`config.mk`:
```
export PLATFORM = sky130hd
export DESIGN_NAME = hbc_ctrl
export DESIGN_NICKNAME = d
export VERILOG_FILES = /design/src/core/hbc_pkg.sv /design/src/core/hbc_gate.sv /design/src/core/hbc_ctrl.sv
export VERILOG_INCLUDE_DIRS = /design/src /design/src/core
export SDC_FILE = /design/constraint.sdc
export NUM_CORES = 1
export LEC_CHECK = 0
export BUFFER_PORTS_ARGS = -buffer_cell sky130_fd_sc_hd__buf_4
export CORE_MARGIN = 8
export CORE_UTILIZATION = 52
export DETAILED_ROUTE_END_ITERATION = 16
export PLACE_DENSITY_LB_ADDON = 0.1
export SLEW_MARGIN = 40
export SYNTH_ARGS = -nofsm -noshare
export SYNTH_HDL_FRONTEND = slang
export SYNTH_SLANG_ARGS = --single-unit
```
`constraint.sdc`:
```
create_clock -name clk -period 6.8 [get_ports clk]
set_clock_uncertainty 0.1 [all_clocks]
set_input_delay 1.36 -clock clk [delete_from_list [all_inputs] [get_ports clk]]
set_output_delay 1.36 -clock clk [all_outputs]
set_load 0.01 [all_outputs]
```
`src/core/hbc_defines.svh`:
```
`ifndef HBC_DEFINES_SVH
`define HBC_DEFINES_SVH
// How it works
// - Floating mode pin selects independent half-bridge control.
// - Half-bridge mode: each output follows only its own input, low or high side.
// - Mode low with both inputs low: outputs off, autosleep entry.
// - Split supply: logic supply gone means lockout sleep, outputs off.
// - Lockout turns off every FET and clears the overcurrent deglitch, disable and retry state.
// - Split supply: lockout follows only the logic supply monitor.
// - Single supply: lockout follows the motor supply monitor.
// - Lockout ends once the monitored supply is good again.
// - Overcurrent longer than the deglitch time disables FETs; shorter is ignored.
// - After the retry interval FETs follow the inputs again; a lasting fault keeps restarting the timer.
// - Half-bridge mode: overcurrent disables only the affected half-bridge.
// - One shared retry timer; a second fault restarts it and holds both off.
// - Over temperature disables all FETs until the flag drops.
// - Idle inputs in PWM mode: outputs off at once, sleep after the sleep delay.
// - Direction/enable mode, enable low: brake for the sleep delay, then sleep.
// - Leaving every sleep-entry input state returns the device to active.
// - Input autosleep on both variants; supply sleep on both, from the monitored supply.
// - Mode pin: low PWM, high direction/enable, floating half-bridge; never latched.
// - PWM: 00 coast, 10 forward, 01 reverse, 11 brake.
// - Direction/enable: enable low brakes, high drives by direction.
// - Dead time inserted between high and low side of each half-bridge.
`define HBC_CLK_MHZ     125
`define HBC_SLEEP_US    1000
`define HBC_WAKE_US     250
`define HBC_RETRY_US    1000
`define HBC_OCP_NS      1000
`define HBC_DEAD_NS     100
`define HBC_SLEEP_CYC   (`HBC_SLEEP_US * `HBC_CLK_MHZ)
`define HBC_WAKE_CYC    (`HBC_WAKE_US * `HBC_CLK_MHZ)
`define HBC_RETRY_CYC   (`HBC_RETRY_US * `HBC_CLK_MHZ)
`define HBC_OCP_CYC     ((`HBC_OCP_NS * `HBC_CLK_MHZ + 999) / 1000)
`define HBC_DEAD_CYC    ((`HBC_DEAD_NS * `HBC_CLK_MHZ + 999) / 1000)
`define HBC_CNT_W       32
`define HBC_DEAD_W      16
`define HBC_REG_CTRL    8'h00
`define HBC_REG_STATUS  8'h04
`define HBC_REG_FAULT   8'h08
`define HBC_CTRL_RST    8'h01
`define HBC_CTRL_SPLIT  0
`define HBC_FLT_UNDERVOLTAGE_LOCKOUT    0
`define HBC_FLT_TSD     1
`define HBC_FLT_OCP_A   2
`define HBC_FLT_OCP_B   3
`endif

```
`src/core/hbc_pkg.sv`:
```
package hbc_pkg;
    // Decoded tri-level mode pin
    typedef enum logic [1:0] {MODE_LOW, MODE_HIGH, MODE_FLOAT} hbc_mode_t;
    // Requested state of one half-bridge
    typedef enum logic [1:0] {DRV_OFF, DRV_LOW, DRV_HIGH} hbc_drv_t;
    // Controller pins
    typedef struct packed {
        logic      direction_or_channel_a_pin;
        logic      enable_or_channel_b_pin;
        hbc_mode_t mode;
    } hbc_pins_t;
    // Analog monitor flags
    typedef struct packed {
        logic       logic_supply_ok;
        logic       motor_supply_ok;
        logic       over_temp;
        logic [1:0] over_current;
    } hbc_sense_t;
    // Gate drive of one half-bridge
    typedef struct packed {
        logic high_on;
        logic low_on;
    } hbc_gate_t;
endpackage : hbc_pkg

```
`src/core/hbc_gate.sv`:
```
`timescale 1ns/1ps
`include "hbc_defines.svh"
module hbc_gate
    import hbc_pkg::*;
#(
    parameter int unsigned DEAD_CYC = `HBC_DEAD_CYC
) (
    // Clock and reset
    input  wire logic      clk,
    input  wire logic      reset,
    // Requested side
    input  wire hbc_drv_t  req,
    // Gate drive
    output hbc_gate_t      gate
);
    hbc_drv_t                applied_reg;
    logic [`HBC_DEAD_W-1:0]  dead_reg;

    // Off goes at once; a new side waits out the dead time
    always_ff @(posedge clk or posedge reset) begin
        if (reset) begin
            applied_reg <= DRV_OFF;
            dead_reg    <= '0;
        end else if (applied_reg != DRV_OFF && req != applied_reg) begin
            applied_reg <= DRV_OFF;
            dead_reg    <= `HBC_DEAD_W'(DEAD_CYC);
        end else if (dead_reg != '0) begin
            dead_reg    <= dead_reg - 1'b1;
        end else begin
            applied_reg <= req;
        end
    end

    // Decode of the applied flop
    assign gate = '{high_on: applied_reg == DRV_HIGH, low_on: applied_reg == DRV_LOW};
endmodule : hbc_gate

```
`src/core/hbc_ctrl.sv`:
```
// The strobed register port and the register offsets were chosen for this implementation.
`timescale 1ns/1ps
`include "hbc_defines.svh"
module hbc_ctrl
    import hbc_pkg::*;
#(
    parameter int unsigned SLEEP_CYC = `HBC_SLEEP_CYC,
    parameter int unsigned WAKE_CYC  = `HBC_WAKE_CYC,
    parameter int unsigned RETRY_CYC = `HBC_RETRY_CYC,
    parameter int unsigned OCP_CYC   = `HBC_OCP_CYC,
    parameter int unsigned DEAD_CYC  = `HBC_DEAD_CYC
) (
    // Clock and reset
    input  wire logic       clk,
    input  wire logic       reset,
    // Controller pins
    input  wire hbc_pins_t  pins,
    // Analog monitors
    input  wire hbc_sense_t sense,
    // Register port
    input  wire logic [7:0] reg_addr,
    input  wire logic [7:0] reg_wdata,
    input  wire logic       reg_write,
    input  wire logic       reg_read,
    output logic [7:0]      reg_rdata,
    // Bridge gates
    output hbc_gate_t       bridge_output_a,
    output hbc_gate_t       bridge_output_b,
    output logic            low_power
);
    typedef enum logic [2:0] {ST_OFF, ST_SLEEP, ST_WAKE, ST_ACTIVE, ST_LINGER} hbc_state_t;

    //--------------------------------------------------
    // Declarations
    //--------------------------------------------------
    hbc_state_t             state_reg;
    hbc_state_t             state_next;
    logic [`HBC_CNT_W-1:0]  tmr_reg;
    logic [`HBC_CNT_W-1:0]  rt_reg;
    logic                   rt_busy_reg;
    logic [`HBC_CNT_W-1:0]  deg_reg [2];
    logic [1:0]             trip;
    logic [1:0]             ocp_dis_reg;
    logic [7:0]             ctrl_reg;
    logic [7:0]             flt_reg;
    logic [7:0]             flt_set;
    logic [7:0]             flt_clr;
    logic                   low_power_reg;
    logic                   split;
    logic                   supply_ok;
    hbc_mode_t              mode_eff;
    logic                   in_a;
    logic                   in_b;
    logic                   idle;
    logic                   bridge_on;
    logic                   retry_done;
    hbc_drv_t               req_a;
    hbc_drv_t               req_b;
    hbc_drv_t               fin_a;
    hbc_drv_t               fin_b;

    //--------------------------------------------------
    // Supply, mode and idle decode
    //--------------------------------------------------
    // Single-supply part has no mode pin, so it is held in PWM
    assign split     = ctrl_reg[`HBC_CTRL_SPLIT];
    assign supply_ok = split ? sense.logic_supply_ok
                             : sense.motor_supply_ok;
    assign mode_eff  = split ? pins.mode : MODE_LOW;
    assign in_a      = pins.direction_or_channel_a_pin;
    assign in_b      = pins.enable_or_channel_b_pin;
    // Floating mode never idles; the controller must drive it low
    assign idle      = (mode_eff == MODE_LOW && !in_a && !in_b)
                    || (mode_eff == MODE_HIGH && !in_b);

    //--------------------------------------------------
    // Power state machine
    //--------------------------------------------------
    // Next state; lockout overrides everything
    always_comb begin
        state_next = state_reg;
        if (!supply_ok) begin
            state_next = ST_OFF;
        end else begin
            unique case (state_reg)
                ST_OFF: begin
                    state_next = ST_SLEEP;
                end
                ST_SLEEP: begin
                    if (!idle) begin
                        state_next = ST_WAKE;
                    end
                end
                ST_WAKE: begin
                    if (idle) begin
                        state_next = ST_SLEEP;
                    end else if (tmr_reg == `HBC_CNT_W'(WAKE_CYC - 1)) begin
                        state_next = ST_ACTIVE;
                    end
                end
                ST_ACTIVE: begin
                    if (idle) begin
                        state_next = ST_LINGER;
                    end
                end
                ST_LINGER: begin
                    if (!idle) begin
                        state_next = ST_ACTIVE;
                    end else if (tmr_reg == `HBC_CNT_W'(SLEEP_CYC - 1)) begin
                        state_next = ST_SLEEP;
                    end
                end
            endcase
        end
    end

    // State flop
    always_ff @(posedge clk or posedge reset) begin
        if (reset) begin
            state_reg <= ST_OFF;
        end else begin
            state_reg <= state_next;
        end
    end

    // Shared sleep and wake timer, restarted on each state change
    always_ff @(posedge clk or posedge reset) begin
        if (reset) begin
            tmr_reg <= '0;
        end else if (state_next != state_reg) begin
            tmr_reg <= '0;
        end else if (tmr_reg != '1) begin
            tmr_reg <= tmr_reg + 1'b1;
        end
    end

    // Low-power flag comes from a flop
    always_ff @(posedge clk or posedge reset) begin
        if (reset) begin
            low_power_reg <= 1'b1;
        end else begin
            low_power_reg <= state_next == ST_SLEEP || state_next == ST_OFF;
        end
    end
    assign low_power = low_power_reg;

    //--------------------------------------------------
    // Overcurrent deglitch and retry
    //--------------------------------------------------
    // Per-channel deglitch; a short excursion just resets the count
    for (genvar i = 0; i < 2; i++) begin : g_deg
        always_ff @(posedge clk or posedge reset) begin
            if (reset) begin
                deg_reg[i] <= '0;
            end else if (!sense.over_current[i] || state_reg == ST_OFF) begin
                deg_reg[i] <= '0;
            end else if (deg_reg[i] != `HBC_CNT_W'(OCP_CYC - 1)) begin
                deg_reg[i] <= deg_reg[i] + 1'b1;
            end
        end
        assign trip[i] = sense.over_current[i]
                      && deg_reg[i] == `HBC_CNT_W'(OCP_CYC - 1);
    end

    assign retry_done = rt_busy_reg && rt_reg == `HBC_CNT_W'(RETRY_CYC - 1);

    // One retry timer for both halves; a new trip restarts it
    always_ff @(posedge clk or posedge reset) begin
        if (reset) begin
            rt_reg      <= '0;
            rt_busy_reg <= 1'b0;
        end else if (state_reg == ST_OFF) begin
            rt_reg      <= '0;
            rt_busy_reg <= 1'b0;
        end else if (trip != 2'b00) begin
            rt_reg      <= '0;
            rt_busy_reg <= 1'b1;
        end else if (retry_done) begin
            rt_busy_reg <= 1'b0;
        end else if (rt_busy_reg) begin
            rt_reg      <= rt_reg + 1'b1;
        end
    end

    // Disable flags; a trip in the expiry cycle wins over the release
    always_ff @(posedge clk or posedge reset) begin
        if (reset) begin
            ocp_dis_reg <= 2'b00;
        end else if (state_reg == ST_OFF) begin
            ocp_dis_reg <= 2'b00;
        end else if (trip != 2'b00) begin
            if (mode_eff == MODE_FLOAT) begin
                ocp_dis_reg <= ocp_dis_reg | trip;
            end else begin
                ocp_dis_reg <= 2'b11;
            end
        end else if (retry_done) begin
            ocp_dis_reg <= 2'b00;
        end
    end

    //--------------------------------------------------
    // Truth tables and output gating
    //--------------------------------------------------
    // Requested side per mode
    always_comb begin
        req_a = DRV_OFF;
        req_b = DRV_OFF;
        unique case (mode_eff)
            MODE_LOW: begin
                req_a = in_a ? DRV_HIGH : (in_b ? DRV_LOW : DRV_OFF);
                req_b = in_b ? (in_a ? DRV_LOW : DRV_HIGH)
                             : (in_a ? DRV_LOW : DRV_OFF);
                if (in_a && in_b) begin
                    req_a = DRV_LOW;
                end
            end
            MODE_HIGH: begin
                req_a = (in_b && in_a) ? DRV_HIGH : DRV_LOW;
                req_b = (in_b && !in_a) ? DRV_HIGH : DRV_LOW;
            end
            MODE_FLOAT: begin
                req_a = in_a ? DRV_HIGH : DRV_LOW;
                req_b = in_b ? DRV_HIGH : DRV_LOW;
            end
        endcase
    end

    // The bridge is live while active or lingering before sleep
    assign bridge_on = supply_ok && !sense.over_temp
                    && (state_reg == ST_ACTIVE || state_reg == ST_LINGER);
    assign fin_a = (bridge_on && !ocp_dis_reg[0]) ? req_a : DRV_OFF;
    assign fin_b = (bridge_on && !ocp_dis_reg[1]) ? req_b : DRV_OFF;

    // Half-bridge gate stages with dead time
    hbc_gate #(.DEAD_CYC(DEAD_CYC)) u_gate_a (
        .clk   (clk),
        .reset (reset),
        .req   (fin_a),
        .gate  (bridge_output_a)
    );
    hbc_gate #(.DEAD_CYC(DEAD_CYC)) u_gate_b (
        .clk   (clk),
        .reset (reset),
        .req   (fin_b),
        .gate  (bridge_output_b)
    );

    //--------------------------------------------------
    // Register port
    //--------------------------------------------------
    // Control register picks the supply variant
    always_ff @(posedge clk or posedge reset) begin
        if (reset) begin
            ctrl_reg <= `HBC_CTRL_RST;
        end else if (reg_write && reg_addr == `HBC_REG_CTRL) begin
            ctrl_reg <= reg_wdata;
        end
    end

    // Sticky faults, write one to clear; a new event beats the clear
    always_comb begin
        flt_set = 8'h00;
        flt_set[`HBC_FLT_UNDERVOLTAGE_LOCKOUT]  = state_reg == ST_OFF;
        flt_set[`HBC_FLT_TSD]   = sense.over_temp;
        flt_set[`HBC_FLT_OCP_A] = trip[0];
        flt_set[`HBC_FLT_OCP_B] = trip[1];
        flt_clr = (reg_write && reg_addr == `HBC_REG_FAULT) ? reg_wdata : 8'h00;
    end

    always_ff @(posedge clk or posedge reset) begin
        if (reset) begin
            flt_reg <= 8'h00;
        end else begin
            flt_reg <= (flt_reg & ~flt_clr) | flt_set;
        end
    end

    // Read data one cycle after the strobe, zero otherwise
    always_ff @(posedge clk or posedge reset) begin
        if (reset) begin
            reg_rdata <= 8'h00;
        end else if (reg_read) begin
            unique case (reg_addr)
                `HBC_REG_CTRL:   reg_rdata <= ctrl_reg;
                `HBC_REG_STATUS: reg_rdata <= {state_reg, rt_busy_reg, ocp_dis_reg,
                                               sense.over_temp, !supply_ok};
                `HBC_REG_FAULT:  reg_rdata <= flt_reg;
                default:         reg_rdata <= 8'h00;
            endcase
        end else begin
            reg_rdata <= 8'h00;
        end
    end
endmodule : hbc_ctrl

```
---- After elaboration in Yosys (flattened, before gate mapping) ----
Cells that the tools add are included.
storage, ports and cells
  output and inout port bits .............. 13
  bits in registers ....................... 195
  logic and storage cells ................. 150
  input bits .............................. 29
cells by class
  multiplexer cells ....................... 52
  add/subtract/negate cells ............... 6
  eq/ne operators ......................... 27
  bitwise gates (word level) .............. 4
  reduce and logical (&&, ||, !) cells .... 46
operators with widths
  operator                                            number
  two-way mux 32 bit                                  10
  adder 32 x 1 -> 32 bit, second input constant       4
  == test 32 x 17 -> 1 bit, second input constant     2
  == test 32 x 7 -> 1 bit, second input constant      2
  two-way mux 16 bit                                  4
  != test 32 x 7 -> 1 bit, second input constant      2
  two-way mux 2 bit                                   19
  == test 32 x 15 -> 1 bit, second input constant     1
  != test 32 bit, second input constant               1
  nonzero test 16 bit                                 2
  subtractor 16 x 1 -> 16 bit, second input constant  2
  case mux 8 bit (3 select lines)                     1
  two-way mux 3 bit                                   7
  logical AND 1 bit                                   16
  two-way mux 8 bit                                   2
  nonzero test 2 bit                                  8
  case mux 3 bit (5 select lines)                     1
  case mux 2 bit (3 select lines)                     2
  AND 8 bit                                           1
  == test 8 x 3 -> 1 bit, second input constant       1
  == test 8 x 4 -> 1 bit, second input constant       1
  zero test 1 bit                                     8
  zero test 8 bit                                     1
  NOT 8 bit                                           1
  17 further kinds                                    36

---- Logic depth before layout (Yosys ltp) ----
Gate-level depths: netlist of the first run.
  depth after elaboration ................. 10
  depth in mapped cells ................... 10
  depth with buffers taken out ............ 9

---- By module ----
From an unflattened synthesis of the first run, not the netlist that was laid out.
unflattened totals
  cells, all modules ...................... 1109
  area total of the unflattened synthesis .. 10531.4 um^2
by module, submodules not included
  module               area an instance (um^2)  instances  cells each
  hbc_ctrl             8529.4                   1          901
  hbc_gate (u_gate_a)  1004.7                   1          105
  hbc_gate (u_gate_b)  997.2                    1          103

---- Worst setup path before layout of the first run ----
No wires, ideal clock.
  path kind ............................... input to register
  from .................................... in pins[0] (netlist bit)
  to ...................................... reg u_gate_a.dead_reg[13]
  slack ................................... 3.242 ns
  path buffers ............................ 1
  cell stages on the path ................. 9
  library setup time ...................... 0.071 ns
  arrival time ............................ 3.386 ns
  cell sequence ........................... and2_1 -> ha_1 -> and2_1 -> or3_1 -> or4b_1 -> a21oi_2 -> a21oi_2 -> buf_6 -> nor2_1
on the way
  longest elaborated chain between the ends .. 7
  elaborated cells on any way between the ends .. 10
  those cells by class .................... 3 x eq/ne; 4 x mux; 3 x reduce/logical
RTL lines
  item                                                             RTL line         RTL
  start, declared                                                  hbc_ctrl.sv:17   input wire hbc_pins_t pins,
  two-way mux 2 bit *                                              hbc_ctrl.sv:69   assign mode_eff = split ? pins.mode : MODE_LOW;
  == test 2 bit, or another cell as far along                      hbc_ctrl.sv:209  unique case (mode_eff)
  case mux 2 bit (3 select lines) *                                hbc_ctrl.sv:209
  two-way mux 2 bit *                                              hbc_ctrl.sv:232  assign fin_a = (bridge_on && !ocp_dis_reg[0]) ? req_a : DRV_OFF;
  != test 2 bit *                                                  hbc_gate.sv:24   end else if (applied_reg != DRV_OFF && req != applied_reg) begin
  logical AND 1 bit *                                              hbc_gate.sv:24
  two-way mux 16 bit / nonzero test 2 bit (equally long branches)  -
  end signal, assigned                                             hbc_gate.sv:26   dead_reg <= `HBC_DEAD_W'(DEAD_CYC);
  end signal, assigned                                             hbc_gate.sv:28   dead_reg <= dead_reg - 1'b1;
  end, declared                                                    hbc_gate.sv:17   logic [`HBC_DEAD_W-1:0] dead_reg;
Every way passes the cells marked *; elsewhere a longest branch is shown, timed or not.
A chain may end at the register's enable or synchronous reset.

---- Final worst setup path of the first run ----
  from .................................... in pins[0] (netlist bit)
  to ...................................... reg u_gate_a.dead_reg[0]
Same word-level chain as after synthesis.

==> summary by stage, run 1 <==
Clocking
The number of buffers created by CTS is 17. The clock net in this run drives a total of 195 sinks. Clock latency on the worst-skew pair, taken at its later pin, is roughly 0.43 ns.

TritonCTS built the clock tree. The number of hold buffers added after cts is 0. The cell sitting at the root of the clock tree is a sky130_fd_sc_hd__clkbuf_16. The number of H-tree branching levels is 4. The clock-pin slew reported for the worst setup and hold paths after clock tree synthesis is 0.07 ns.

The number of buffers inserted to repair setup after CTS is 0. No sink is reached through more buffers than the 2 on the longest clock path. The post-cts gate resize count is 0.

Worst setup path
The classification of the worst setup path is in2reg. The startpoint identified for the worst register-to-register timing path is ctrl_reg[0]. Grouping stages by cell kind, the critical path spends the most delay in simple AND/OR/NAND/NOR gates.

The critical path crosses 9 cells after its start point. The largest single stage delay on the critical path is about 0.56 ns. Along the worst path, the maximum fanout reaches 18.

The cell depth of the worst flop-to-flop path is 8. Together, buffers and inverters on the worst path number 1. For this design, the slowest cell found on the critical path is sky130_fd_sc_hd__or4b_1. At the worst endpoint, the arrival time is ~3.6 ns. In this run the worst setup path begins at pins[0]. The startpoint kind of the worst setup timing path is an input port.

The worst register-to-register path ends at u_gate_a.dead_reg[0]. The required arrival time at the worst endpoint is between 7 and 8 ns. The critical path endpoint category is a register. Across all register-to-register paths, the minimum setup slack is between 3 and 4 ns. Traced cell by cell, the critical path runs through buf_4 -> and2_1 -> ha_1 -> and2_1 -> or3_1 -> or4b_1 -> a21oi_2 -> a21oi_2 -> nand2b_1.

Place
The HPWL reported at the end of detailed placement is 14.3 mm. The global placement routability congestion is 0.790. Once placement completed, the tool counted placed cells totaling 1,374. In this run the tool buffered the top-level ports with between 40 and 50 buffer cells.

Global routing
The via count of the first global-routing pass is between 7,000 and 8,000. Global routing finished with a remaining overflow of 0. Entering global routing, the biggest net connects 139 pins.

The initial antenna violation count was 0. For this run, the total global-route usage over all layers was measured as between 10% and 20%. The first global-routing pass estimated between 30 and 40 mm of wire.

Synth
The register area share after synthesis is between 40% and 50%. Counting every instance in the synthesized netlist gives between 1,000 and 1,500. The share of async-settable or async-resettable flops after synthesis is 100%.

The synthesized netlist net count is ~1,100. During synthesis, Yosys emitted a total of 0 warnings. In this run, synthesis produced a sequential element count of 195. The xor/xnor share of the synthesized area is a little under an eighth. The post-synthesis share of cell area spent on full adders, half adders and majority gates is 1.47%.

The mean area per synthesized cell is around 9.3 sq um. The synthesized netlist devotes between 5 and 6% of its cell area to compound gates. For this run, the leading register cell type out of synthesis is sky130_fd_sc_hd__dfrtp_1. The count of cell types in the netlist is between 60 and 70. The number of synthesized flops with an enable pin is 0. The portion of netlist area occupied by mux cells is between 2 and 2.5%. The dominant combinational cell family by area after synthesis is simple AND/OR/NAND/NOR gates. The basic-gate share of the synthesized area counting and, or, nand and nor cells is between 20% and 30%. The synthesized cell area is between 0.01 and 0.015 sq mm.

Layout
0 antenna diodes ended up in the layout. The final-layout fill cell count is between 1,500 and 2,000. The fraction of final layout cells with drive strength greater than 1 is under 10%.

The number of non-filler instances in the completed layout is between 1,000 and 1,500. The register with the most flip-flops in the layout has between 60 and 70 of them. The layout overhead on the synthesized area is 10.9%. The number of nets in the final layout is approximately 1,200. Cells fill between 50% and 60% of the core in the end.

Route
The number of remaining DRC errors is 0. Across all layers, the routed design uses 7,752 vias. The routed design has 21.2 mm of wire. The count of TritonRoute iterations in the first routing pass is 5. The number of nets still failing antenna checks after routing is 0.

The number of vias per cell after detailed routing is around 5.5. The average routed wire per standard cell is about 15 um. The detailed router finished its first iteration with approximately 420 violations.

Timing
The count of endpoints failing setup in the final report is 0. The final hold slack is between 0.3 and 0.4 ns. The highest clock rate is 0.293 GHz.

The worst-margin pin slew is approximately 0.76 ns. The number of hold violations in the final report is 0. After layout, the worst path uses roughly half of the clock period.

The shortest clock period the worst path allows after layout is approximately 3.4 ns. Summed over all failing endpoints, the final setup total negative slack is 0 ns. The max-slew violation count came to 0. Setup repair after global routing left no endpoint under its margin. The headroom to the max-slew limit is between 40 and 50%.

Worst hold path
The path category of the worst min-delay check is reg2reg. In this run the most critical hold path is launched from flt_reg[3]. The worst min-delay path endpoint is flt_reg[3].

The worst hold path was traced through 2 stages.

Power
The sequential group share of total power is ~51%. The power density over cell area is roughly 240 mW/mm^2. In this run, the clock network consumes 35.8% of the power. Cell internal power was estimated by the tool at slightly below 2 mW. The leakage power is roughly 4.6 nW. Summing internal, switching and leakage power gives around 2.7 mW. In this run the power spent charging and discharging nets is between 0.7 and 0.8 mW. The worst supply voltage drop on vdd is around 0.17 mV. The switching portion of total power is approximately 28%.

The combinational share of power is roughly 14%.

Die
The die width is 156 um. The initialized floorplan defines 51 standard-cell rows. The number of top-level pins is 42. The floorplan step defined a die boundary enclosing between 0.02 and 0.025 sq mm.

The floorplan step set the die height to 156 um. The initial cell density of the core is 52.7%. After floorplanning, the core was sized to cover between 0.015 and 0.02 sq mm.

Flow run
The count of maximum capacitance violations is 0.

Outcome
The flow ran to the end, and the final reports show no timing, DRC or antenna violations.
-- cell type report --
type                            instances  area [sq um]  share of cell area [%]
Clock buffer                           19           443                    3.91
Clock inverter                         12           106                   0.939
Inverter                               31           129                    1.14
Multi-Input combinational cell        836          5070                    44.8
Sequential cell                       195          4880                    43.1
Tap cell                              265           332                    2.93
Timing Repair Buffer                   48           360                    3.18
-- worst max path at each step --
stage | end | slack (ns)
global route | u_gate_a.dead_reg[1] | 3.25
CTS | u_gate_a.dead_reg[0] | 3.40
floorplan | ctrl_reg[1] | 0.03
detailed placement | u_gate_a.dead_reg[3] | 2.94
global placement | u_gate_a.dead_reg[3] | 2.98
finish | u_gate_a.dead_reg[0] | 3.39
-- worst register-to-register path, cell delays in order, from the launching register on --
cell	delay (ns)
sky130_fd_sc_hd__dfstp_2	0.62
sky130_fd_sc_hd__nand2_1	0.13
sky130_fd_sc_hd__ha_1	0.36
sky130_fd_sc_hd__and2_1	0.19
sky130_fd_sc_hd__or3_1	0.36
sky130_fd_sc_hd__or4b_1	0.56
sky130_fd_sc_hd__a21oi_2	0.16
sky130_fd_sc_hd__a21oi_2	0.14
sky130_fd_sc_hd__nand2b_1	0.22
-- placed cells by master (no fill, tap or decap), types with 33 or more instances in the layout --
cell	n
sky130_fd_sc_hd__a21oi_1	33
sky130_fd_sc_hd__buf_4	48
sky130_fd_sc_hd__dfrtp_1	193
sky130_fd_sc_hd__nand2_1	76
sky130_fd_sc_hd__nand3_1	46
sky130_fd_sc_hd__nand4_1	38
sky130_fd_sc_hd__nor2_1	203
sky130_fd_sc_hd__nor3_1	46
sky130_fd_sc_hd__nor4_1	51
sky130_fd_sc_hd__xnor2_1	85
sky130_fd_sc_hd__xor2_1	53
-- power groups by stage --
stage	Clock (mW)	Combinational (mW)	Sequential [mW]
final	0.961	0.369	1.36
after global routing	1.03	0.425	1.37
after CTS	0.986	0.375	1.36
after detailed placement	0	0.376	1.37
after global placement	0	0.363	1.37
after floorplan	0	0.296	1.35
-- routing by layer --
metal / GRT usage [%] / vias up / part of all wire [%]
met5: 0 / - / 0
met4: 4.49 / 0 / 0.81
met3: 4.27 / 17 / 3.6
met2: 26.4 / 96 / 43
met1: 27.4 / 3753 / 52
li1: - / 3886 / -
-- synth_stat cells, types with 3 or more instances --
cell type	number	area (sq um)
sky130_fd_sc_hd__a211oi_1	7	52.6
sky130_fd_sc_hd__a21boi_0	4	30.0
sky130_fd_sc_hd__a21o_1	3	22.5
sky130_fd_sc_hd__a21oi_1	33	165
sky130_fd_sc_hd__and2_1	9	56.3
sky130_fd_sc_hd__and3_1	20	125
sky130_fd_sc_hd__and4_1	7	61.3
sky130_fd_sc_hd__and4b_1	3	30.0
sky130_fd_sc_hd__buf_2	9	45.0
sky130_fd_sc_hd__clkbuf_1	25	93.8
sky130_fd_sc_hd__dfrtp_1	193	4830
sky130_fd_sc_hd__ha_1	12	150
sky130_fd_sc_hd__inv_1	31	116
sky130_fd_sc_hd__mux2_2	9	101
sky130_fd_sc_hd__mux2i_1	14	140
sky130_fd_sc_hd__nand2_1	78	293
sky130_fd_sc_hd__nand2b_1	14	87.6
sky130_fd_sc_hd__nand3_1	46	230
sky130_fd_sc_hd__nand3b_1	3	22.5
sky130_fd_sc_hd__nand4_1	38	238
sky130_fd_sc_hd__nand4b_1	5	43.8
sky130_fd_sc_hd__nor2_1	203	762
sky130_fd_sc_hd__nor2b_1	6	37.5
sky130_fd_sc_hd__nor3_1	47	235
sky130_fd_sc_hd__nor4_1	51	319
sky130_fd_sc_hd__nor4b_1	6	52.6
sky130_fd_sc_hd__nor4bb_1	3	30.0
sky130_fd_sc_hd__o211ai_1	4	30.0
sky130_fd_sc_hd__o21ai_0	16	80.1
sky130_fd_sc_hd__or2_2	3	18.8
sky130_fd_sc_hd__or3_1	16	100
sky130_fd_sc_hd__or4_1	6	45.0
sky130_fd_sc_hd__xnor2_1	85	744
sky130_fd_sc_hd__xor2_1	53	464
-- stage by stage --
step | setup slack [ns] | cell area, sq um
after detailed placement | 2.94 | 10800
after CTS | 3.40 | 11300
after global placement | 2.98 | 10700
after global routing | 3.25 | 11300
after floorplan | 0.0311 | 10200
final | 3.39 | 11300
-- logic make-up (layout without fill, tap and decap cells) --
logic type	after synthesis	count (layout)
muxes	23	23
buffers and inverters	69	110
DFF	195	195
adders and majority gates	12	12
xor gates and xnor gates	138	138
and+or+nand+nor	577	577
AOI/OAI and AO/OA	86	86
Note: power is estimated with default switching activity, not from simulation.
==> run 2, diff against run 1 <==
Clock period 6.8 ns to 3.1 ns, I/O delays scaled along.
==> run 2 against run 1 <==
- first-iteration DRC count up 29%
- highest routed layer unchanged
- cell count rose by 1.6%
- flip-flop and latch count unchanged
==> summary by stage, run 2 (same netlist as run 1, synthesis figures left out) <==
Layout
The total inserted antenna cells was 0 (unchanged). The layout overhead on the synthesized area is 13.3% (was 10.9%). The final-layout fill cell count is 1,749 (was 1,745). The register area is 0.00488 sq mm (unchanged). The flip-flop count of the largest register after layout was 64 (unchanged).

The core utilization of the finished layout is 59.7% (was 58.4%). The number of nets in the final layout is 1,193 (was 1,170). The multi-input combinational cell area came to 0.00505 sq mm (was 0.00507 sq mm). The number of non-filler instances in the completed layout came to 1,429 (was 1,406). Most frequent cells in the layout: sky130_fd_sc_hd__nor2_1 (203), sky130_fd_sc_hd__dfrtp_1 (193), sky130_fd_sc_hd__xnor2_1 (85) (unchanged). The most common cell after layout, fill and taps aside is sky130_fd_sc_hd__nor2_1 (unchanged).

The fraction of final layout cells with drive strength greater than 1 is 10.8% (was 9.29%).

Worst setup path
The startpoint kind of the worst setup timing path was a register (was input port). The required arrival time at the worst endpoint came to 3.32 ns (was 7.02 ns). The classification of the worst setup path is reg2reg (was in2reg).

The maximum fanout along the worst path came to 18 (unchanged). The cell depth of the worst flop-to-flop path came to 8 (unchanged). The critical path endpoint category was a register (unchanged). The capture point of the worst reg-to-reg path is u_gate_a.dead_reg[1] (was u_gate_a.dead_reg[0]). The origin of the worst setup path is ctrl_reg[0] (was pins[0]). The register-to-register setup slack is 0.18 ns (was 3.85 ns). The worst path arrival time is 3.14 ns (was 3.63 ns). The critical register-to-register path startpoint is ctrl_reg[0] (unchanged).

Global routing
The via count of the first global-routing pass came to 7,767 (was 7,438). The total congestion overflow came to 0 (unchanged). The largest net degree at the start of global routing is 65 (was 139). The global routing usage summed across all routing layers is 19.1% (was 18.4%). The first-pass GRT wire length is 38.1 mm (was 36.9 mm). The initial antenna violation count is 0 (unchanged).

Clocking
The clock insertion delay at the later pin of the skew report was 0.43 ns (about the same). The library cell used as clock root buffer is sky130_fd_sc_hd__clkbuf_16 (unchanged). The post-cts gate resize count is 0 (unchanged). The CTS tree is done (unchanged). The number of hold buffers added after cts is 0 (unchanged).

The clock-pin slew reported for the worst setup and hold paths after clock tree synthesis is 0.07 ns (about the same). The number of buffers created by CTS is 17 (unchanged). The number of buffers inserted to repair setup after CTS came to 0 (unchanged).

The number of H-tree branching levels is 4 (unchanged). The largest buffer count on any clock path was 2 (unchanged). The number of sinks driven by the clock tree is 195 (unchanged).

Die
The number of top-level pins came to 42 (unchanged). The area of the placeable core is 0.0194 sq mm (unchanged). The initial cell density of the core was 52.7% (unchanged). The height of the chip is 156 um (unchanged). The area of the die is 0.0244 sq mm (unchanged). The number of placement rows is 51 (unchanged).

The die width is 156 um (unchanged).

Route
The initial DRC count is 537 (was 417). The number of nets still failing antenna checks after routing was 0 (unchanged). The number of remaining DRC errors is 0 (unchanged). The routed wire length is 22.2 mm (was 21.2 mm). The average routed wire per standard cell came to 15.5 um (was 15.1 um). The count of TritonRoute iterations in the first routing pass is 5 (unchanged). The number of vias per cell after detailed routing is 5.51 (about the same). The total vias in the final route is 7,869 (was 7,752).

Worst hold path
The path category of the worst min-delay check is in2async (was reg2reg).

Place
The HPWL reported at the end of detailed placement is 15.2 mm (was 14.3 mm). The cell total after placement is 1,398 (was 1,374). The global placement routability congestion is 0.768 (was 0.790). The count of input and output buffers was 41 (unchanged).

Timing
The max-slew violation count is 0 (unchanged). The headroom to the max-slew limit is 46.2% (was 48.8%). The worst-margin pin slew is 0.800 ns (was 0.762 ns). Unrepaired setup endpoints after global routing: no (unchanged). The count of endpoints failing setup in the final report is 0 (unchanged). The share of the clock period used by the worst path is a little over nine tenths.

The highest clock rate is roughly 0.34 GHz. After layout, the minimum clock period comes to roughly 3 ns. The number of hold violations in the final report is 0 (unchanged).

Power
The leakage power is 4.76 nW (was 4.63 nW). The post-route total power is 6.08 mW (was 2.69 mW). The power density over cell area is 525 mW/mm^2 (was 237 mW/mm^2). The worst supply voltage drop on vdd is 0.390 mV (was 0.171 mV).

Flow run
The count of maximum capacitance violations came to 0 (unchanged).

Outcome
Result of the run: completed (unchanged).
-- run 2: final cells by class --
cell class | instances | area share (%)
clock inverters | 10 | 1.06
repair buffers | 71 | 5.15
inverters | 31 | 1.04
clock buffers | 21 | 4.07
flip-flops and latches | 195 | 42.2
well taps | 265 | 2.87
multi-input cells | 836 | 43.6
-- run 2: power breakdown --
part	internal [mW]	switching [mW]	total [mW]
combinational	0.389	0.479	0.869
clock	1.26	0.980	2.24
sequential	2.76	0.214	2.97
total	4.40	1.67	6.08
-- run 2: per-stage QoR --
step | setup WS [ns] | hold WS (ns) | area, sq um | setup TNS (ns)
after global routing | 0.000846 | 0.205 | 11600 | 0
final | 0.180 | 0.174 | 11600 | 0
after detailed placement | 0.0170 | 0.359 | 11000 | 0
after floorplan | -0.137 | 0.337 | 10200 | -26.40
after CTS | 0.149 | 0.176 | 11600 | 0
after global placement | 0.0728 | 0.347 | 11000 | 0
-- run 2: how the worst max path moves through the flow --
stage	to	slack [ns]	cells past startpoint
final	u_gate_a.dead_reg[1]	0.18	8
after global placement	u_gate_a.dead_reg[2]	0.07	9
after global routing	u_gate_a.dead_reg[1]	0.0008	8
after detailed placement	u_gate_a.dead_reg[0]	0.02	9
after CTS	u_gate_a.dead_reg[1]	0.15	8
after floorplan	ctrl_reg[1]	-0.14	1
-- run 2: critical path, cell delays in order, from the launching register on --
cell,delay (ns)
sky130_fd_sc_hd__dfstp_2,0.62
sky130_fd_sc_hd__nand2_1,0.12
sky130_fd_sc_hd__ha_1,0.36
sky130_fd_sc_hd__and2_1,0.19
sky130_fd_sc_hd__or3_1,0.32
sky130_fd_sc_hd__or4b_1,0.54
sky130_fd_sc_hd__a21oi_2,0.17
sky130_fd_sc_hd__a21oi_2,0.14
sky130_fd_sc_hd__a211oi_1,0.25
-- run 2: metal layers --
metal / part of all wire, % / global-route usage (%) / wire, um
met5: 0 / 0 / 0
met4: 1.3 / 5.31 / 286
met3: 4.3 / 4.24 / 958
met2: 45 / 29.7 / 9920
met1: 50 / 26.3 / 11000
==> run 3, diff against run 2 <==
Settings changed: ABC_AREA set to 1.
Clock period 3.1 ns to 3.3 ns, I/O delays scaled along.
==> run 3 against run 2 <==
- area after synthesis is 15% higher
- sequential power is 6% lower
- synthesized cell count is 52% higher
- cell area is 13% higher
- via count is 37% higher
- register-to-register slack better by 0.54 ns
- global-route usage is 2.0 points higher
- sequential share of layout area is 4.8 points lower
- power is 2.5% lower
==> summary by stage, run 3 <==
Outcome
Result of the run: completed (unchanged).

Synth
The synthesized cell area came to 0.0118 sq mm (was 0.0102 sq mm). Top post-synthesis cells by count: sky130_fd_sc_hd__nand2_1 (378), sky130_fd_sc_hd__nor2_1 (285), sky130_fd_sc_hd__inv_1 (230) (was sky130_fd_sc_hd__nor2_1 (203), sky130_fd_sc_hd__dfrtp_1 (193), sky130_fd_sc_hd__xnor2_1 (85)). The cell accounting for the most synthesized area is sky130_fd_sc_hd__dfrtp_1 (unchanged). Area contributors post-synth: sky130_fd_sc_hd__dfrtp_1 (41%), sky130_fd_sc_hd__nand2_1 (12%), sky130_fd_sc_hd__nor2_1 (9.1%) (was sky130_fd_sc_hd__dfrtp_1 (47%), sky130_fd_sc_hd__nor2_1 (7.5%), sky130_fd_sc_hd__xnor2_1 (7.3%)). The count of cell types in the netlist was 47 (was 61).

The register area share after synthesis is 41.4% (was 47.8%). The mean area per synthesized cell is 7.08 sq um (was 9.29 sq um). The count of state elements after synthesis was 195 (unchanged). The number of warnings reported in the yosys synthesis log is 0 (unchanged).

The gate count after technology mapping is 1,667 (was 1,100). The cell with the most instances after synthesis is sky130_fd_sc_hd__nand2_1 (was sky130_fd_sc_hd__nor2_1). The share of async-settable or async-resettable flops after synthesis came to 100% (unchanged). The number of synthesized flops with an enable pin is 0 (unchanged). The synthesized netlist net count is 1,708 (was 1,141). The fraction of post-synthesis cell area in the top cell type by area is 40.9% (was 47.3%). The most common flop cell mapped by yosys is sky130_fd_sc_hd__dfrtp_1 (unchanged).

Die
The height of the chip is 167 um (was 156 um). The initial cell density of the core is 52.6% (was 52.7%). The area of the placeable core is 0.0224 sq mm (was 0.0194 sq mm).

The area of the die is 0.0278 sq mm (was 0.0244 sq mm). The die width is 167 um (was 156 um). The number of placement rows is 55 (was 51). The number of top-level pins was 42 (unchanged).

Worst setup path
The buffers plus inverters on the worst setup path was 1 (was 0). The required arrival time at the worst endpoint is 3.56 ns (was 3.32 ns). The gate family responsible for the most delay along the worst path was simple AND/OR/NAND/NOR gates (unchanged). Worst-path cell chain: nand2_1 -> ha_1 -> nor2_1 -> nor2_1 -> a31oi_1 -> inv_1 -> nand2_1 -> nand2_1 -> nor2_4 -> nand2_1 -> nor3b_1 (was nand2_1 -> ha_1 -> and2_1 -> or3_1 -> or4b_1 -> a21oi_2 -> a21oi_2 -> a211oi_1).

The peak per-stage delay on the critical path came to 0.61 ns (was 0.62 ns). The classification of the worst setup path is reg2reg (unchanged). The startpoint kind of the worst setup timing path was a register (unchanged). The maximum fanout along the worst path came to 11 (was 18). The cell depth of the worst flop-to-flop path is 11 (was 8).

The cell with the most instances on the worst path is sky130_fd_sc_hd__nand2_1 (was sky130_fd_sc_hd__a21oi_2). The instance count on the critical path is 11 (was 8). The worst path arrival time is 2.83 ns (was 3.14 ns). The library cell contributing the largest single delay on the critical path is sky130_fd_sc_hd__dfstp_2 (unchanged). The critical path endpoint category is a register (unchanged).

Route
The number of vias per cell after detailed routing came to 5.36 (was 5.51). The average routed wire per standard cell came to 14.2 um (was 15.5 um). The total vias in the final route is 10,800 (was 7,869). The count of TritonRoute iterations in the first routing pass is 5 (unchanged).

The number of remaining DRC errors is 0 (unchanged). The initial DRC count is 812 (was 537). The number of nets still failing antenna checks after routing came to 0 (unchanged). The routed wire length was 28.5 mm (was 22.2 mm).

Place
The placed cell area was 0.0125 sq mm (was 0.0110 sq mm). The global placement routability congestion is 0.906 (was 0.768). The HPWL reported at the end of detailed placement is 21.8 mm (was 15.2 mm). The count of input and output buffers came to 41 (unchanged).

Clocking
The post-cts gate resize count was 0 (unchanged). The CTS tree is done (unchanged). The number of buffers inserted to repair setup after CTS is 0 (unchanged). The number of buffers created by CTS is 17 (unchanged).

The clock insertion delay at the later pin of the skew report is 0.44 ns (was 0.43 ns). The largest buffer count on any clock path is 2 (unchanged). The clock-pin slew reported for the worst setup and hold paths after clock tree synthesis is 0.08 ns (was 0.07 ns). The number of hold buffers added after cts came to 0 (unchanged). The number of H-tree branching levels is 4 (unchanged).

The library cell used as clock root buffer is sky130_fd_sc_hd__clkbuf_16 (unchanged). The number of sinks driven by the clock tree is 195 (unchanged).

Timing
The headroom to the max-slew limit is 49.2% (was 46.2%). The share of the clock period used by the worst path was 78.0% (was 94.2%). The summed negative setup slack over all endpoints is 0 ns (unchanged).

The worst-margin pin slew is 0.760 ns (was 0.800 ns). The shortest clock period the worst path allows after layout is 2.58 ns (was 2.92 ns). Unrepaired setup endpoints after global routing: no (unchanged). The count of endpoints failing setup in the final report is 0 (unchanged). The highest clock rate was 0.388 GHz (was 0.342 GHz).

The number of hold violations in the final report is 0 (unchanged). The max-slew violation count is 0 (unchanged).

Global routing
The total congestion overflow is 0 (unchanged). The via count of the first global-routing pass came to 10,300 (was 7,767). The largest net degree at the start of global routing is 53 (was 65). The initial antenna violation count is 0 (unchanged). The global routing usage summed across all routing layers is 21.0% (was 19.1%). The first-pass GRT wire length is 49.4 mm (was 38.1 mm).

Worst hold path
The path category of the worst min-delay check is in2async (unchanged).

Layout
The final-layout fill cell count is 2,147 (was 1,749). The cell area after layout is 0.0130 sq mm (was 0.0116 sq mm). The core utilization of the finished layout is 58.1% (was 59.7%).

The total inserted antenna cells is 0 (unchanged). Most frequent cells in the layout: sky130_fd_sc_hd__nand2_1 (378), sky130_fd_sc_hd__nor2_1 (285), sky130_fd_sc_hd__inv_1 (229) (was sky130_fd_sc_hd__nor2_1 (203), sky130_fd_sc_hd__dfrtp_1 (193), sky130_fd_sc_hd__xnor2_1 (85)). The fraction of final layout cells with drive strength greater than 1 is 8.17% (was 10.8%). The number of nets in the final layout was 1,754 (was 1,193). The layout overhead on the synthesized area is 10.6% (was 13.3%). The flip-flop count of the largest register after layout came to 64 (unchanged). The most common cell after layout, fill and taps aside is sky130_fd_sc_hd__nand2_1 (was sky130_fd_sc_hd__nor2_1).

Power
The sequential group share of total power is 47.2% (was 48.9%). The design internal power is 4.09 mW (was 4.40 mW). The switching power is 1.83 mW (was 1.67 mW).

The power density over cell area is 454 mW/mm^2 (was 525 mW/mm^2). The part of the power in the clock network is 34.2% (was 36.8%). The combinational share of power came to 18.6% (was 14.3%). The switching portion of total power is 30.9% (was 27.5%). The leakage power is 6.06 nW (was 4.76 nW). The worst supply voltage drop on vdd is 0.263 mV (was 0.390 mV).

Flow run
The count of maximum capacitance violations was 0 (unchanged).
run 3: changes by cell type after synthesis, sizes merged, moves of 15 or more:
| cell | change |
|---|---|
| a21oi | +25 |
| and3 | -15 |
| inv | +207 |
| nand2 | +302 |
| nand3 | +73 |
| nand4 | +25 |
| nor2 | +101 |
| nor4 | -21 |
| o21ai | +47 |
| or3 | -17 |
| xnor2 | -69 |
run 3: per-stage QoR:
| stage | power, mW | cells | setup WS (ns) | hold WS [ns] |
|---|---|---|---|---|
| 2_1_floorplan | 3.65 | 1667 | 0.0232 | 0.342 |
| 3_3_place_gp | 3.91 | 1978 | 0.550 | 0.353 |
| 3_5_place_dp | 3.95 | 1979 | 0.504 | 0.359 |
| 4_1_cts | 5.99 | 2011 | 0.726 | 0.146 |
| 5_1_grt | 6.27 | 2011 | 0.429 | 0.150 |
| 6_report | 5.92 | 2011 | 0.725 | 0.148 |
run 3: final timing paths:
path                                      start                     to  slack [ns]
setup reg to reg                    ctrl_reg[0]  u_gate_b.dead_reg[13]        0.72
hold / removal                            reset             tmr_reg[9]        0.15
setup / recovery                    ctrl_reg[0]  u_gate_b.dead_reg[13]        0.72
hold reg to reg            u_gate_b.dead_reg[0]   u_gate_b.dead_reg[0]        0.37
max in group asynchronous                 reset            ctrl_reg[0]        2.14
min in group clk                       sense[2]             flt_reg[1]        0.37
run 3: cell type report:
type / instances / area (sq um) / area share [%]
Clock buffer: 19 / 443 / 3.40
Timing Repair Buffer: 52 / 440 / 3.38
Multi-Input combinational cell: 1207 / 5890 / 45.2
Inverter: 240 / 905 / 6.93
Tap cell: 285 / 357 / 2.73
Clock inverter: 13 / 125 / 0.959
Sequential cell: 195 / 4880 / 37.4
run 3: cell families after synthesis:
family | count (synthesis) | synth area share, %
xor+xnor | 61 | 4.53
flops | 195 | 41.4
simple gates | 977 | 36.7
buf+inv | 265 | 8.65
compound gates | 157 | 7.51
fa+ha+maj | 12 | 1.27
run 3: per-layer routing:
metal	global-route usage, %	wire length, um	up-vias
met5	0	0	-
li1	-	-	5489
met2	35.7	13600	188
met3	3.33	900	29
met4	5.33	344	0
met1	27.6	13600	5075
run 3: power groups by stage:
stage	sequential (mW)	combinational (mW)	clock [mW]
floorplan	2.80	0.849	0
detailed placement	2.85	1.11	0
global route	2.84	1.26	2.17
CTS	2.80	1.11	2.08
global placement	2.84	1.07	0
finish	2.80	1.10	2.03
